`config.mk`:
```
export PLATFORM = sky130hd
export DESIGN_NAME = tpc_top
export DESIGN_NICKNAME = d
export VERILOG_FILES = /design/src/hw/tpc_pkg.sv /design/src/hw/tpc_pulse_gen.sv /design/src/hw/tpc_top.sv
export VERILOG_INCLUDE_DIRS = /design/src /design/src/hw
export SDC_FILE = /design/constraint.sdc
export NUM_CORES = 2
export LEC_CHECK = 0
export BUFFER_PORTS_ARGS = -buffer_cell sky130_fd_sc_hd__buf_2
export CAP_MARGIN = 10
export CORE_MARGIN = 2
export CORE_UTILIZATION = 40
export DETAILED_ROUTE_END_ITERATION = 16
export GPL_TIMING_DRIVEN = 1
export HOLD_SLACK_MARGIN = 0.1
export SYNTH_ARGS = -nofsm -noshare
export SYNTH_HDL_FRONTEND = slang
export SYNTH_SLANG_ARGS = --single-unit
export TNS_END_PERCENT = 30
```
`constraint.sdc`:
```
create_clock -name clk_i -period 13.3 [get_ports clk_i]
set_input_delay 1.33 -clock clk_i [delete_from_list [all_inputs] [get_ports clk_i]]
set_output_delay 1.33 -clock clk_i [all_outputs]
set_load 0.01 [all_outputs]
```
`src/hw/tpc_params.svh`:
```
// timescale and timing-pulse control: offsets, reset values, timing counts
// assumes a 100 MHz clock and word-addressed Avalon-MM register access
//
// Functional notes
// RL1 - mains and battery fault masks act independently
// RL2 - loop hold suppresses automatic oscillator corrections
// RL3 - auxiliary alarm normal or special, special unimplemented
// RL4 - local equals UTC plus signed zone offset
// RL5 - updating on with fix refuses entry, beeps
// RL6 - updating on without fix: entry realigns outputs
// RL7 - later fix overwrites entry, retimes to UTC
// RL8 - updating off: entry applies at next epoch
// RL9 - alignment and steering continue whenever fix valid
// RL10 - auto mode computes last Sundays March, October
// RL11 - shift switches at 01:00:00 UTC, fixed
// RL12 - shift is set hours, default one
// RL13 - manual mode uses entered dates and shift
// RL14 - off mode never applies the shift
// RL15 - saving settings kept nonvolatile, restored after loss
// RL16 - compensation limited to 3000 ns, sign advances
// RL17 - zero compensation aligns for standard antenna path
// RL18 - each pulse output gated or free running
// RL19 - each pulse long 500 ms or short 10 us
// RL20 - pulse outputs default free running and long
// RL21 - events stamped in UTC or local time
// RL22 - event marker from pulse input or serial hash
// RL23 - up to eight stamps, numbered from one
// RL24 - shift added only between start and end
`ifndef TPC_PARAMS_SVH
`define TPC_PARAMS_SVH

// ------------------------------------------------------------
// register word offsets
// ------------------------------------------------------------
`define TPC_REG_CTRL     4'h0
`define TPC_REG_ZONE     4'h1
`define TPC_REG_DST      4'h2
`define TPC_REG_COMP     4'h3
`define TPC_REG_PULSE    4'h4
`define TPC_REG_DATE     4'h5
`define TPC_REG_TIME     4'h6
`define TPC_REG_LOCAL    4'h7
`define TPC_REG_STATUS   4'h8
`define TPC_REG_EV_IDX   4'h9
`define TPC_REG_EV_DATA  4'hA

// ------------------------------------------------------------
// field positions, reset values and limits
// ------------------------------------------------------------
`define TPC_STAT_REFUSED 2
`define TPC_DST_SHIFT_RST 2'h1
`define TPC_COMP_MAX     13'sh0BB8
`define TPC_EV_DEPTH     4'h8

// ------------------------------------------------------------
// calendar constants
// ------------------------------------------------------------
`define TPC_DAY_SEC      17'h1_5180
`define TPC_HOUR_SEC     19'h0_0E10
`define TPC_MIN_SEC      19'h0_003C
`define TPC_DST_SWITCH   17'h0_0E10
`define TPC_MAR31_DAY    9'h059
`define TPC_OCT31_DAY    9'h12F
`define TPC_YEAR_LAST    9'h16C

// ------------------------------------------------------------
// timing
// ------------------------------------------------------------
`define TPC_CLK_NS       10
`define TPC_SEC_MS       1000
`define TPC_LONG_MS      500
`define TPC_SHORT_US     10
`define TPC_ALIGN_NS     200
`define TPC_SEC_CYC      ((`TPC_SEC_MS * 1000000) / `TPC_CLK_NS)
`define TPC_LONG_CYC     ((`TPC_LONG_MS * 1000000) / `TPC_CLK_NS)
`define TPC_SHORT_CYC    ((`TPC_SHORT_US * 1000) / `TPC_CLK_NS)
`define TPC_ALIGN_CYC    ((`TPC_ALIGN_NS + `TPC_CLK_NS - 1) / `TPC_CLK_NS)
`define TPC_CNT_W        27

`endif

```
`src/hw/tpc_pkg.sv`:
```
// types shared by the timescale and pulse control design
// assumes tpc_params.svh defines the counter width
`include "tpc_params.svh"

package tpc_pkg;

	// saving-time modes
	typedef enum logic [1:0] {
		TPC_DST_OFF    = 2'h0,
		TPC_DST_AUTO   = 2'h1,
		TPC_DST_MANUAL = 2'h2
	} tpc_dst_mode_e;

	// saving-time settings, the part that is kept nonvolatile
	typedef struct packed {
		tpc_dst_mode_e mode;
		logic [1:0]    shift;
		logic [8:0]    start_day;
		logic [8:0]    end_day;
	} tpc_dst_s;

	// panel control bits
	typedef struct packed {
		logic ac_mask;
		logic dc_mask;
		logic osc_hold;
		logic alarm_special;
		logic buzzer_mute;
		logic receiver_time_update_off;
		logic ev_serial;
		logic ev_local;
	} tpc_ctrl_s;

	// one pulse output setting
	typedef struct packed {
		logic gate;
		logic short_w;
	} tpc_pulse_cfg_s;

	// day of year and second of day
	typedef struct packed {
		logic [8:0]  day;
		logic [16:0] sec;
	} tpc_time_s;

	// pulse generator state
	typedef struct packed {
		logic        on;
		logic [25:0] left;
	} tpc_pulse_state_s;

	// whole state of the control block
	typedef struct packed {
		tpc_ctrl_s             ctrl;
		logic                  tz_neg;
		logic [4:0]            tz_hour;
		logic [5:0]            tz_min;
		tpc_dst_s              dst;
		logic signed [12:0]    comp;
		tpc_pulse_cfg_s        pulse_output_a_setting;
		tpc_pulse_cfg_s        pulse_output_b_setting;
		logic [2:0]            jan1_wd;
		logic                  leap;
		tpc_time_s             utc;
		tpc_time_s             pending;
		logic                  pend_v;
		logic [`TPC_CNT_W-1:0] sec_cnt;
		logic                  refused;
		logic [3:0]            ev_idx;
		logic [3:0]            ev_cnt;
		logic [7:0][25:0]      ev_log;
		logic                  ev_prev;
		logic                  bus_wait;
		logic [31:0]           rdata;
		logic                  ac_f;
		logic                  dc_f;
		logic                  steer;
		logic                  aux;
		logic                  buzz;
		logic                  epoch;
		logic                  start;
	} tpc_state_s;

endpackage

```
`src/hw/tpc_pulse_gen.sv`:
```
// one timing pulse output: long or short, gated or free running
// assumes start_i is a one-cycle pulse once per second
`timescale 1ns/1ps
`default_nettype none
`include "tpc_params.svh"

module tpc_pulse_gen #(
	parameter int unsigned LONG_CYC  = `TPC_LONG_CYC,
	parameter int unsigned SHORT_CYC = `TPC_SHORT_CYC
) (
	input  wire logic clk_i,
	input  wire logic sys_rst_i,
	input  wire logic start_i,
	input  wire logic enable_i,
	input  wire logic short_i,
	output var  logic pulse_o
);
	import tpc_pkg::*;

	tpc_pulse_state_s s_r;   // registered state
	tpc_pulse_state_s s_nxt; // next state

	// ------------------------------------------------------------
	// next state
	// ------------------------------------------------------------
	always_comb begin
		s_nxt = s_r;
		if (!enable_i) begin
			s_nxt = '0; // suppressed while gated off [RL18]
		end else if (start_i) begin
			s_nxt.on = 1'b1;
			// width from the chosen setting [RL19]
			s_nxt.left = short_i ? 26'(SHORT_CYC - 1) : 26'(LONG_CYC - 1);
		end else if (s_r.on) begin
			if (s_r.left == 26'h000_0000) begin
				s_nxt.on = 1'b0;
			end else begin
				s_nxt.left = s_r.left - 26'h000_0001;
			end
		end
	end

	// state register
	always_ff @(posedge clk_i or posedge sys_rst_i) begin
		if (sys_rst_i) begin
			s_r <= '0;
		end else begin
			s_r <= s_nxt;
		end
	end

	assign pulse_o = s_r.on;
endmodule // tpc_pulse_gen
`default_nettype wire

```
`src/hw/tpc_top.sv`:
```
// timescale management and timing pulse control with an Avalon-MM slave
// assumes all inputs synchronous to clk_i; receiver supplies fix and epoch
`timescale 1ns/1ps
`default_nettype none
`include "tpc_params.svh"

module tpc_top #(
	parameter int unsigned SEC_CYC  = `TPC_SEC_CYC,
	parameter int unsigned LONG_CYC = `TPC_LONG_CYC
) (
	input  wire logic           clk_i,
	input  wire logic           sys_rst_i,
	input  wire logic [3:0]     avs_address_i,
	input  wire logic           avs_read_i,
	input  wire logic           avs_write_i,
	input  wire logic [31:0]    avs_writedata_i,
	output var  logic [31:0]    avs_readdata_o,
	output var  logic           avs_waitrequest_o,
	input  wire logic           rx_fix_i,
	input  wire logic           rx_pps_i,
	input  wire tpc_pkg::tpc_time_s rx_time_i,
	input  wire logic           ac_fault_i,
	input  wire logic           dc_fault_i,
	input  wire logic           aux_alarm_i,
	input  wire logic           ev_pulse_i,
	input  wire logic           ev_hash_i,
	input  wire logic           nv_restore_i,
	input  wire tpc_pkg::tpc_dst_s nv_dst_i,
	output var  tpc_pkg::tpc_dst_s nv_dst_o,
	output var  logic           ac_fault_o,
	output var  logic           dc_fault_o,
	output var  logic           osc_steer_en_o,
	output var  logic           aux_alarm_o,
	output var  logic           buzzer_o,
	output var  logic           epoch_o,
	output var  logic           pps_a_o,
	output var  logic           pps_b_o
);
	import tpc_pkg::*;

	tpc_state_s         s_r;     // registered state
	tpc_state_s         s_nxt;   // next state
	logic               req;     // bus request present
	logic               acc;     // request completes this edge
	logic               set_wr;  // time entry accepted this edge
	logic [8:0]         mar_end; // last day of march
	logic [8:0]         oct_end; // last day of october
	logic [2:0]         wd_m;    // weekday of mar_end
	logic [2:0]         wd_o;    // weekday of oct_end
	logic               dst_on;  // shift currently applied
	logic signed [18:0] zone;    // offset in seconds
	logic signed [18:0] loc_raw; // utc second plus offset
	tpc_time_s          loc;     // local time
	logic [1:0]         loc_dd;  // local day change
	logic signed [31:0] ph_raw;  // pulse phase before wrap
	logic [`TPC_CNT_W-1:0] phase; // cycle where pulses start
	logic               wrap;    // free-running second end
	logic               rx_al;   // receiver epoch accepted
	logic               ev_hit;  // event marker seen
	logic signed [12:0] cv;      // written compensation

	// ------------------------------------------------------------
	// calendar and local time
	// ------------------------------------------------------------
	always_comb begin
		// last sundays from the weekday of the first of january [RL10]
		mar_end = `TPC_MAR31_DAY + {8'h00, s_r.leap};
		oct_end = `TPC_OCT31_DAY + {8'h00, s_r.leap};
		wd_m = 3'((10'(s_r.jan1_wd) + 10'(mar_end)) % 10'h007);
		wd_o = 3'((10'(s_r.jan1_wd) + 10'(oct_end)) % 10'h007);
		// shift between the switching instants at 01:00:00 UTC [RL11] [RL24]
		dst_on = (s_r.dst.mode != TPC_DST_OFF) // [RL14]
			&& ((s_r.utc.day > s_r.dst.start_day)
			|| (s_r.utc.day == s_r.dst.start_day && s_r.utc.sec >= `TPC_DST_SWITCH))
			&& !((s_r.utc.day > s_r.dst.end_day)
			|| (s_r.utc.day == s_r.dst.end_day && s_r.utc.sec >= `TPC_DST_SWITCH));
		// zone offset independent of the shift [RL4]
		zone = 19'(s_r.tz_hour) * `TPC_HOUR_SEC + 19'(s_r.tz_min) * `TPC_MIN_SEC;
		if (s_r.tz_neg) begin
			zone = -zone;
		end
		if (dst_on) begin
			zone = zone + 19'(s_r.dst.shift) * `TPC_HOUR_SEC; // [RL12] [RL13]
		end
		loc_raw = 19'(s_r.utc.sec) + zone;
		loc.day = s_r.utc.day;
		loc_dd = 2'h0;
		if (loc_raw < 19'sh0_0000) begin
			loc.sec = 17'(loc_raw + 19'(`TPC_DAY_SEC));
			loc.day = s_r.utc.day - 9'h001;
			loc_dd = 2'h3;
		end else if (loc_raw >= 19'(`TPC_DAY_SEC)) begin
			loc.sec = 17'(loc_raw - 19'(`TPC_DAY_SEC));
			loc.day = s_r.utc.day + 9'h001;
			loc_dd = 2'h1;
		end else begin
			loc.sec = 17'(loc_raw);
		end
	end

	// ------------------------------------------------------------
	// second counter phase and events
	// ------------------------------------------------------------
	always_comb begin
		// fixed path delay, then signed offset: positive fires earlier [RL16] [RL17]
		ph_raw = 32'(SEC_CYC) - 32'(`TPC_ALIGN_CYC) - 32'(s_r.comp / 13'sh000A);
		if (ph_raw >= 32'(SEC_CYC)) begin
			ph_raw = ph_raw - 32'(SEC_CYC);
		end
		phase = `TPC_CNT_W'(ph_raw);
		wrap = s_r.sec_cnt == `TPC_CNT_W'(SEC_CYC - 1);
		// alignment follows the receiver whenever it has a fix [RL9]
		rx_al = rx_fix_i && rx_pps_i;
		// marker source selection [RL22]
		ev_hit = s_r.ctrl.ev_serial ? ev_hash_i : (ev_pulse_i && !s_r.ev_prev);
		req = avs_read_i || avs_write_i;
		acc = req && !s_r.bus_wait;
		set_wr = acc && avs_write_i && avs_address_i == `TPC_REG_TIME;
		// clamp the whole signed word before narrowing, so large values saturate [RL16]
		cv = avs_writedata_i[12:0];
		if ($signed(avs_writedata_i) > 32'(`TPC_COMP_MAX)) begin
			cv = `TPC_COMP_MAX;
		end else if ($signed(avs_writedata_i) < -32'(`TPC_COMP_MAX)) begin
			cv = -`TPC_COMP_MAX;
		end
	end

	// ------------------------------------------------------------
	// next state
	// ------------------------------------------------------------
	always_comb begin
		s_nxt = s_r;
		s_nxt.buzz = 1'b0;
		s_nxt.epoch = 1'b0;
		s_nxt.ev_prev = ev_pulse_i;
		s_nxt.start = s_r.sec_cnt == phase;

		// one wait cycle, then the request completes
		s_nxt.bus_wait = !(req && s_r.bus_wait);
		if (req && s_r.bus_wait && avs_read_i) begin
			s_nxt.rdata = 32'h0000_0000;
			case (avs_address_i)
				`TPC_REG_CTRL: s_nxt.rdata = {24'h00_0000, s_r.ctrl};
				`TPC_REG_ZONE: s_nxt.rdata = {16'h0000, s_r.tz_neg, 1'b0,
					s_r.tz_min, 3'h0, s_r.tz_hour};
				`TPC_REG_DST: s_nxt.rdata = {10'h000, s_r.dst};
				`TPC_REG_COMP: s_nxt.rdata = 32'(s_r.comp);
				`TPC_REG_PULSE: s_nxt.rdata = {28'h000_0000,
					s_r.pulse_output_b_setting, s_r.pulse_output_a_setting};
				`TPC_REG_DATE: s_nxt.rdata = {28'h000_0000, s_r.leap, s_r.jan1_wd};
				`TPC_REG_TIME: s_nxt.rdata = {6'h00, s_r.utc};
				`TPC_REG_LOCAL: s_nxt.rdata = {4'h0, loc_dd, loc};
				`TPC_REG_STATUS: s_nxt.rdata = {22'h00_0000, s_r.dc_f, s_r.ac_f,
					s_r.ev_cnt, s_r.pend_v, s_r.refused, dst_on, rx_fix_i};
				`TPC_REG_EV_IDX: s_nxt.rdata = {28'h000_0000, s_r.ev_idx};
				`TPC_REG_EV_DATA: begin
					// entries numbered one to eight [RL23]
					if (s_r.ev_idx != 4'h0 && s_r.ev_idx <= s_r.ev_cnt) begin
						s_nxt.rdata = {6'h00, s_r.ev_log[3'(s_r.ev_idx - 4'h1)]};
					end
				end
				default: s_nxt.rdata = 32'h0000_0000;
			endcase
		end

		// register writes
		if (acc && avs_write_i) begin
			case (avs_address_i)
				`TPC_REG_CTRL: s_nxt.ctrl = avs_writedata_i[7:0];
				`TPC_REG_ZONE: begin
					s_nxt.tz_hour = avs_writedata_i[4:0];
					s_nxt.tz_min = avs_writedata_i[13:8];
					s_nxt.tz_neg = avs_writedata_i[15];
				end
				`TPC_REG_DST: s_nxt.dst = avs_writedata_i[21:0];
				`TPC_REG_COMP: s_nxt.comp = cv;
				`TPC_REG_PULSE: begin
					s_nxt.pulse_output_a_setting = avs_writedata_i[1:0];
					s_nxt.pulse_output_b_setting = avs_writedata_i[3:2];
				end
				`TPC_REG_DATE: begin
					s_nxt.jan1_wd = avs_writedata_i[2:0];
					s_nxt.leap = avs_writedata_i[3];
				end
				`TPC_REG_STATUS: begin
					if (avs_writedata_i[`TPC_STAT_REFUSED]) begin
						s_nxt.refused = 1'b0;
					end
				end
				`TPC_REG_EV_IDX: s_nxt.ev_idx = avs_writedata_i[3:0];
				`TPC_REG_EV_DATA: s_nxt.ev_cnt = 4'h0;
				default: s_nxt.ev_idx = s_r.ev_idx;
			endcase
		end

		// saving settings restored from nonvolatile store [RL15]
		if (nv_restore_i) begin
			s_nxt.dst = nv_dst_i;
		end
		// automatic mode overwrites the dates [RL10]
		if (s_nxt.dst.mode == TPC_DST_AUTO) begin
			s_nxt.dst.start_day = mar_end - 9'(wd_m);
			s_nxt.dst.end_day = oct_end - 9'(wd_o);
		end

		// second counting and epochs
		if (wrap || rx_al) begin
			s_nxt.sec_cnt = '0;
			s_nxt.epoch = 1'b1;
			if (rx_al && !s_r.ctrl.receiver_time_update_off) begin
				s_nxt.utc = rx_time_i; // receiver overwrites entry [RL7]
				s_nxt.pend_v = 1'b0;
			end else if (s_r.pend_v) begin
				s_nxt.utc = s_r.pending; // entry takes effect at epoch [RL8]
				s_nxt.pend_v = 1'b0;
			end else if (s_r.utc.sec == `TPC_DAY_SEC - 17'h0_0001) begin
				s_nxt.utc.sec = 17'h0_0000;
				if (s_r.utc.day == `TPC_YEAR_LAST + {8'h00, s_r.leap}) begin
					s_nxt.utc.day = 9'h000;
					s_nxt.jan1_wd = 3'((4'(s_r.jan1_wd) + 4'h1 + 4'(s_r.leap)) % 4'h7);
				end else begin
					s_nxt.utc.day = s_r.utc.day + 9'h001;
				end
			end else begin
				s_nxt.utc.sec = s_r.utc.sec + 17'h0_0001;
			end
		end else begin
			s_nxt.sec_cnt = s_r.sec_cnt + `TPC_CNT_W'(1);
		end

		// manual time entry
		if (set_wr) begin
			if (s_r.ctrl.receiver_time_update_off) begin
				s_nxt.pending = avs_writedata_i[25:0]; // [RL8]
				s_nxt.pend_v = 1'b1;
			end else if (rx_fix_i) begin
				s_nxt.refused = 1'b1; // entry refused, beep [RL5]
				s_nxt.buzz = !s_r.ctrl.buzzer_mute;
			end else begin
				s_nxt.utc = avs_writedata_i[25:0]; // realign now [RL6]
				s_nxt.sec_cnt = '0;
				s_nxt.epoch = 1'b1;
				s_nxt.pend_v = 1'b0;
			end
		end

		// event stamps in the chosen timescale, at most eight [RL21] [RL23]
		if (ev_hit && s_r.ev_cnt < `TPC_EV_DEPTH) begin
			s_nxt.ev_log[3'(s_r.ev_cnt)] = s_r.ctrl.ev_local ? loc : s_r.utc;
			s_nxt.ev_cnt = s_r.ev_cnt + 4'h1;
		end

		// masked faults never raise an indication [RL1]
		s_nxt.ac_f = ac_fault_i && !s_r.ctrl.ac_mask;
		s_nxt.dc_f = dc_fault_i && !s_r.ctrl.dc_mask;
		// steering only with a fix and the loop running [RL2] [RL9]
		s_nxt.steer = rx_fix_i && !s_r.ctrl.osc_hold;
		// special mode has no second role, so the alarm passes as normal [RL3]
		s_nxt.aux = aux_alarm_i;
	end

	// state register; pulse settings reset to free running long [RL20]
	always_ff @(posedge clk_i or posedge sys_rst_i) begin
		if (sys_rst_i) begin
			s_r <= '0;
			s_r.bus_wait <= 1'b1;
			s_r.dst.shift <= `TPC_DST_SHIFT_RST; // [RL12]
		end else begin
			s_r <= s_nxt;
		end
	end

	// ------------------------------------------------------------
	// pulse outputs
	// ------------------------------------------------------------
	tpc_pulse_gen #(
		.LONG_CYC  (LONG_CYC),
		.SHORT_CYC (`TPC_SHORT_CYC)
	) u_pulse_a (
		.clk_i     (clk_i),
		.sys_rst_i (sys_rst_i),
		.start_i   (s_r.start),
		.enable_i  (!s_r.pulse_output_a_setting.gate || rx_fix_i),
		.short_i   (s_r.pulse_output_a_setting.short_w),
		.pulse_o   (pps_a_o)
	);

	tpc_pulse_gen #(
		.LONG_CYC  (LONG_CYC),
		.SHORT_CYC (`TPC_SHORT_CYC)
	) u_pulse_b (
		.clk_i     (clk_i),
		.sys_rst_i (sys_rst_i),
		.start_i   (s_r.start),
		.enable_i  (!s_r.pulse_output_b_setting.gate || rx_fix_i),
		.short_i   (s_r.pulse_output_b_setting.short_w),
		.pulse_o   (pps_b_o)
	);

	// outputs straight from the state register
	assign avs_readdata_o    = s_r.rdata;
	assign avs_waitrequest_o = s_r.bus_wait;
	assign nv_dst_o          = s_r.dst;
	assign ac_fault_o        = s_r.ac_f;
	assign dc_fault_o        = s_r.dc_f;
	assign osc_steer_en_o    = s_r.steer;
	assign aux_alarm_o       = s_r.aux;
	assign buzzer_o          = s_r.buzz;
	assign epoch_o           = s_r.epoch;
endmodule // tpc_top
`default_nettype wire

```
==> impl_metrics.tcl <==
set metrics [dict create \
    top_level_ports 159 \
    port_buffers 158 \
    synth_cell_type_count 105 \
    max-slew-margin-rel_pct 24.0 \
    status "finished clean" \
    slew_viol_final 0 \
    hold_path.class "reg -> reg" \
    clock_sinks 452 \
    place_congestion 0.931 \
    drc 0 \
    ys_ff_latch 452 \
    clk_pin_slew_worst_paths_ps 60 \
    setup_viol 0 \
    htree_levels 2 \
    cp_slowest_cell "fa_1" \
    cts_tree "done" \
    first_iter_violations 2320 \
    ir_worst_vdd_mv 0.293 \
    final_nets 3717 \
    fin_cells 4553 \
    multi_input_area_um2 17700 \
    synth_top_cell_area_share_pct 36.7 \
    post_cts_buffers 0 \
    timing.hold.ws_ps 473 \
    synthesis.area_um2 30700 \
    fillers 7382 \
    drv_cap 0 \
    die_area_um2 78900 \
    grt_pass1_vias 25406 \
    synth-edff-count 0 \
    grt_pass1_wl_um 153000 \
    rsz0062_at_grt "no" \
    initial_core_util_pct 40.4 \
    cts.repair.resized 0 \
    arrival_ps 9480 \
    synth_area_leaders "dfrtp_1 (37%), o21ai_0 (6.9%), nand2_1 (5.3%)" \
    hold_viol 0 \
    tightest_slew_ps 1130 \
    die_h_um 281 \
    seq_area_um2 11300 \
    avgRoutedWirePerCell_um 21.7 \
    postCtsHoldBufs 0 \
    final.setup_skew_ps 30.0 \
    grt-ovfl-total 0 \
    crit_path_end_kind "flip-flop" \
    viasPerCell 5.80 \
    critPathKind "reg -> reg" \
    synth-main-ff-cell "dfrtp_1" \
    synthCells 3481 \
    dp_cells 4449 \
    finalCritPeriodShare_pct 67.9 \
    syn_avg_cell_area_um2 8.81 \
    synth-seq-area-share_pct 36.9 \
    die_w_um 281 \
    core.rowCount 101 \
    p_per_area_nw_per_um2 302 \
    utilization_pct 44.5 \
    tns_ps 0 \
    grt_usage_pct 25.0 \
    ant_nets 0 \
    drt-total-wl_um 99000 \
    yosysWarnings 0 \
    layout-drive-gt1-share_pct 13.9 \
    cp.required_ps 13750 \
    clock_path_buffers 3 \
    area_delta_synth_final_pct 10.4 \
    period_minus_slack_ps 9030 \
    synthArstFlopShare_pct 100 \
    hpwl_um 70300 \
    cp-start-kind "flip-flop" \
    path_max_fanout 31 \
    grt_max_degree 162 \
    vias 26404 \
    yosysTopAreaCell "dfrtp_1" \
    fmax_ghz 0.111 \
    syn_nets 3724 \
    dr.pass1.iters 7 \
    antenna_found_initial 8 \
    rrSetupSlack_ps 4270 \
    crit_top_cell "o21ai_0" \
    cts_root_buffer "clkbuf_16" \
    clock_latency_ps 620 \
    critPathMaxStageDelay_ps 610 \
    coreArea_um2 75900 \
    cts_inserted_buffers 53 \
    leakage_nw 15.0 \
]
## area by class of cell
class,instances,area share [%]
diodes,6,0.0444
clock buffers,79,4.80
clock inverters,19,0.714
inverters,131,1.46
multi-input cells,2634,52.4
flip-flops and latches,452,33.4
well taps,1030,3.81
repair buffers,202,3.35
## cell families after synthesis
| family | Yosys count | synth area share [%] |
|---|---|---|
| adders and majority gates | 148 | 6.50 |
| xor gates and xnor gates | 174 | 4.97 |
| muxes | 192 | 8.71 |
| buffers and inverters | 395 | 5.61 |
| AOI/OAI and AO/OA | 1005 | 20.3 |
| DFF | 452 | 36.9 |
| and+or+nand+nor | 1115 | 17.0 |
## cells in the mapped netlist, drive strengths merged (9+ instances only)
master	n
mux4	52
inv	129
nor3b	21
nor3	82
o22ai	15
a211oi	13
o21a	11
buf	75
o21bai	9
dfrtp	450
nand4	21
xnor2	111
ha	128
o21ai	437
nand2b	29
xor2	63
clkbuf	189
mux2	76
a22oi	42
o31ai	31
or4	9
a221oi	31
o41ai	10
o211ai	31
a21boi	10
a21oi	197
a21o	34
or2	11
nor2	251
or3	19
nor4	26
fa	19
nor2b	45
nand3	87
a31oi	39
and2	15
a22o	16
nand2	436
mux2i	64
and3	33
## worst paths after layout
check                                startpoint                    end  cells past startpoint
max                        s_r[381]$_DFFE_PP0P_              flip-flop                     35
min                                   flip-flop              flip-flop                      2
max reg2reg                s_r[381]$_DFFE_PP0P_              flip-flop                     35
min reg2reg                           flip-flop              flip-flop                      2
max in group asynchronous             sys_rst_i       s_r[0]$_DFF_PP0_                      4
min in group asynchronous             sys_rst_i  aux_alarm_o$_DFF_PP0_                      2
## through the flow
| stage | setup slack [ps] | power, mW | cell area (um2) |
|---|---|---|---|
| finish | 4270 | 10.2 | 33800 |
| floorplan | 5450 | 7.10 | 30700 |
| global route | 3310 | 11.1 | 33800 |
| detailed placement | 4390 | 8.57 | 32000 |
| global placement | 4610 | 8.53 | 32000 |
| CTS | 4360 | 10.2 | 33800 |
## where the power goes
part / switching (mW) / internal [mW]
combinational: 3.96 / 2.57
clock: 0.610 / 0.939
sequential: 0.402 / 1.72
## cells in the final DEF, fill, tap and decap left out, types with 18 or more instances in the layout
cell type,synthesis,final
o31ai_1,29,29
xnor2_1,111,111
a21oi_1,197,197
a31oi_1,39,39
a22oi_1,42,42
mux4_2,52,52
nand3_1,87,83
mux2_2,75,75
nand4_1,20,20
ha_1,128,127
o211ai_1,30,30
mux2i_1,64,64
clkbuf_8,0,18
inv_1,128,127
a221oi_1,29,29
and3_1,32,32
fa_1,19,19
or3_1,19,19
o21ai_0,423,423
buf_2,7,158
buf_4,55,43
nand2_1,436,433
nor3b_1,21,20
nor4_1,24,23
a21o_1,34,34
nor2_1,248,247
xor2_1,63,61
nand2b_1,29,29
nor3_1,80,78
clkbuf_16,0,54
nor2b_1,45,42
dfrtp_1,450,449
## metal layers
layer | up-vias | part of all wire (%) | wire length [um] | GRT usage, %
li1 | 12430 | - | - | -
met1 | 12825 | 44 | 43300 | 34.0
met2 | 930 | 45 | 44100 | 39.3
met3 | 213 | 7.3 | 7250 | 4.58
met4 | 6 | 4.4 | 4340 | 10.0
met5 | - | 0.034 | 34 | 0
## critical path: cells and delay by family, from the launching register on
kind,cells,cell delay [ps]
buf+inv,3,430
flops,1,490
mux,1,270
compound gates,18,3700
fa+ha+maj,6,2350
simple gates,3,1060
xor+xnor,4,540
Note: power is estimated with default switching activity, not from simulation.
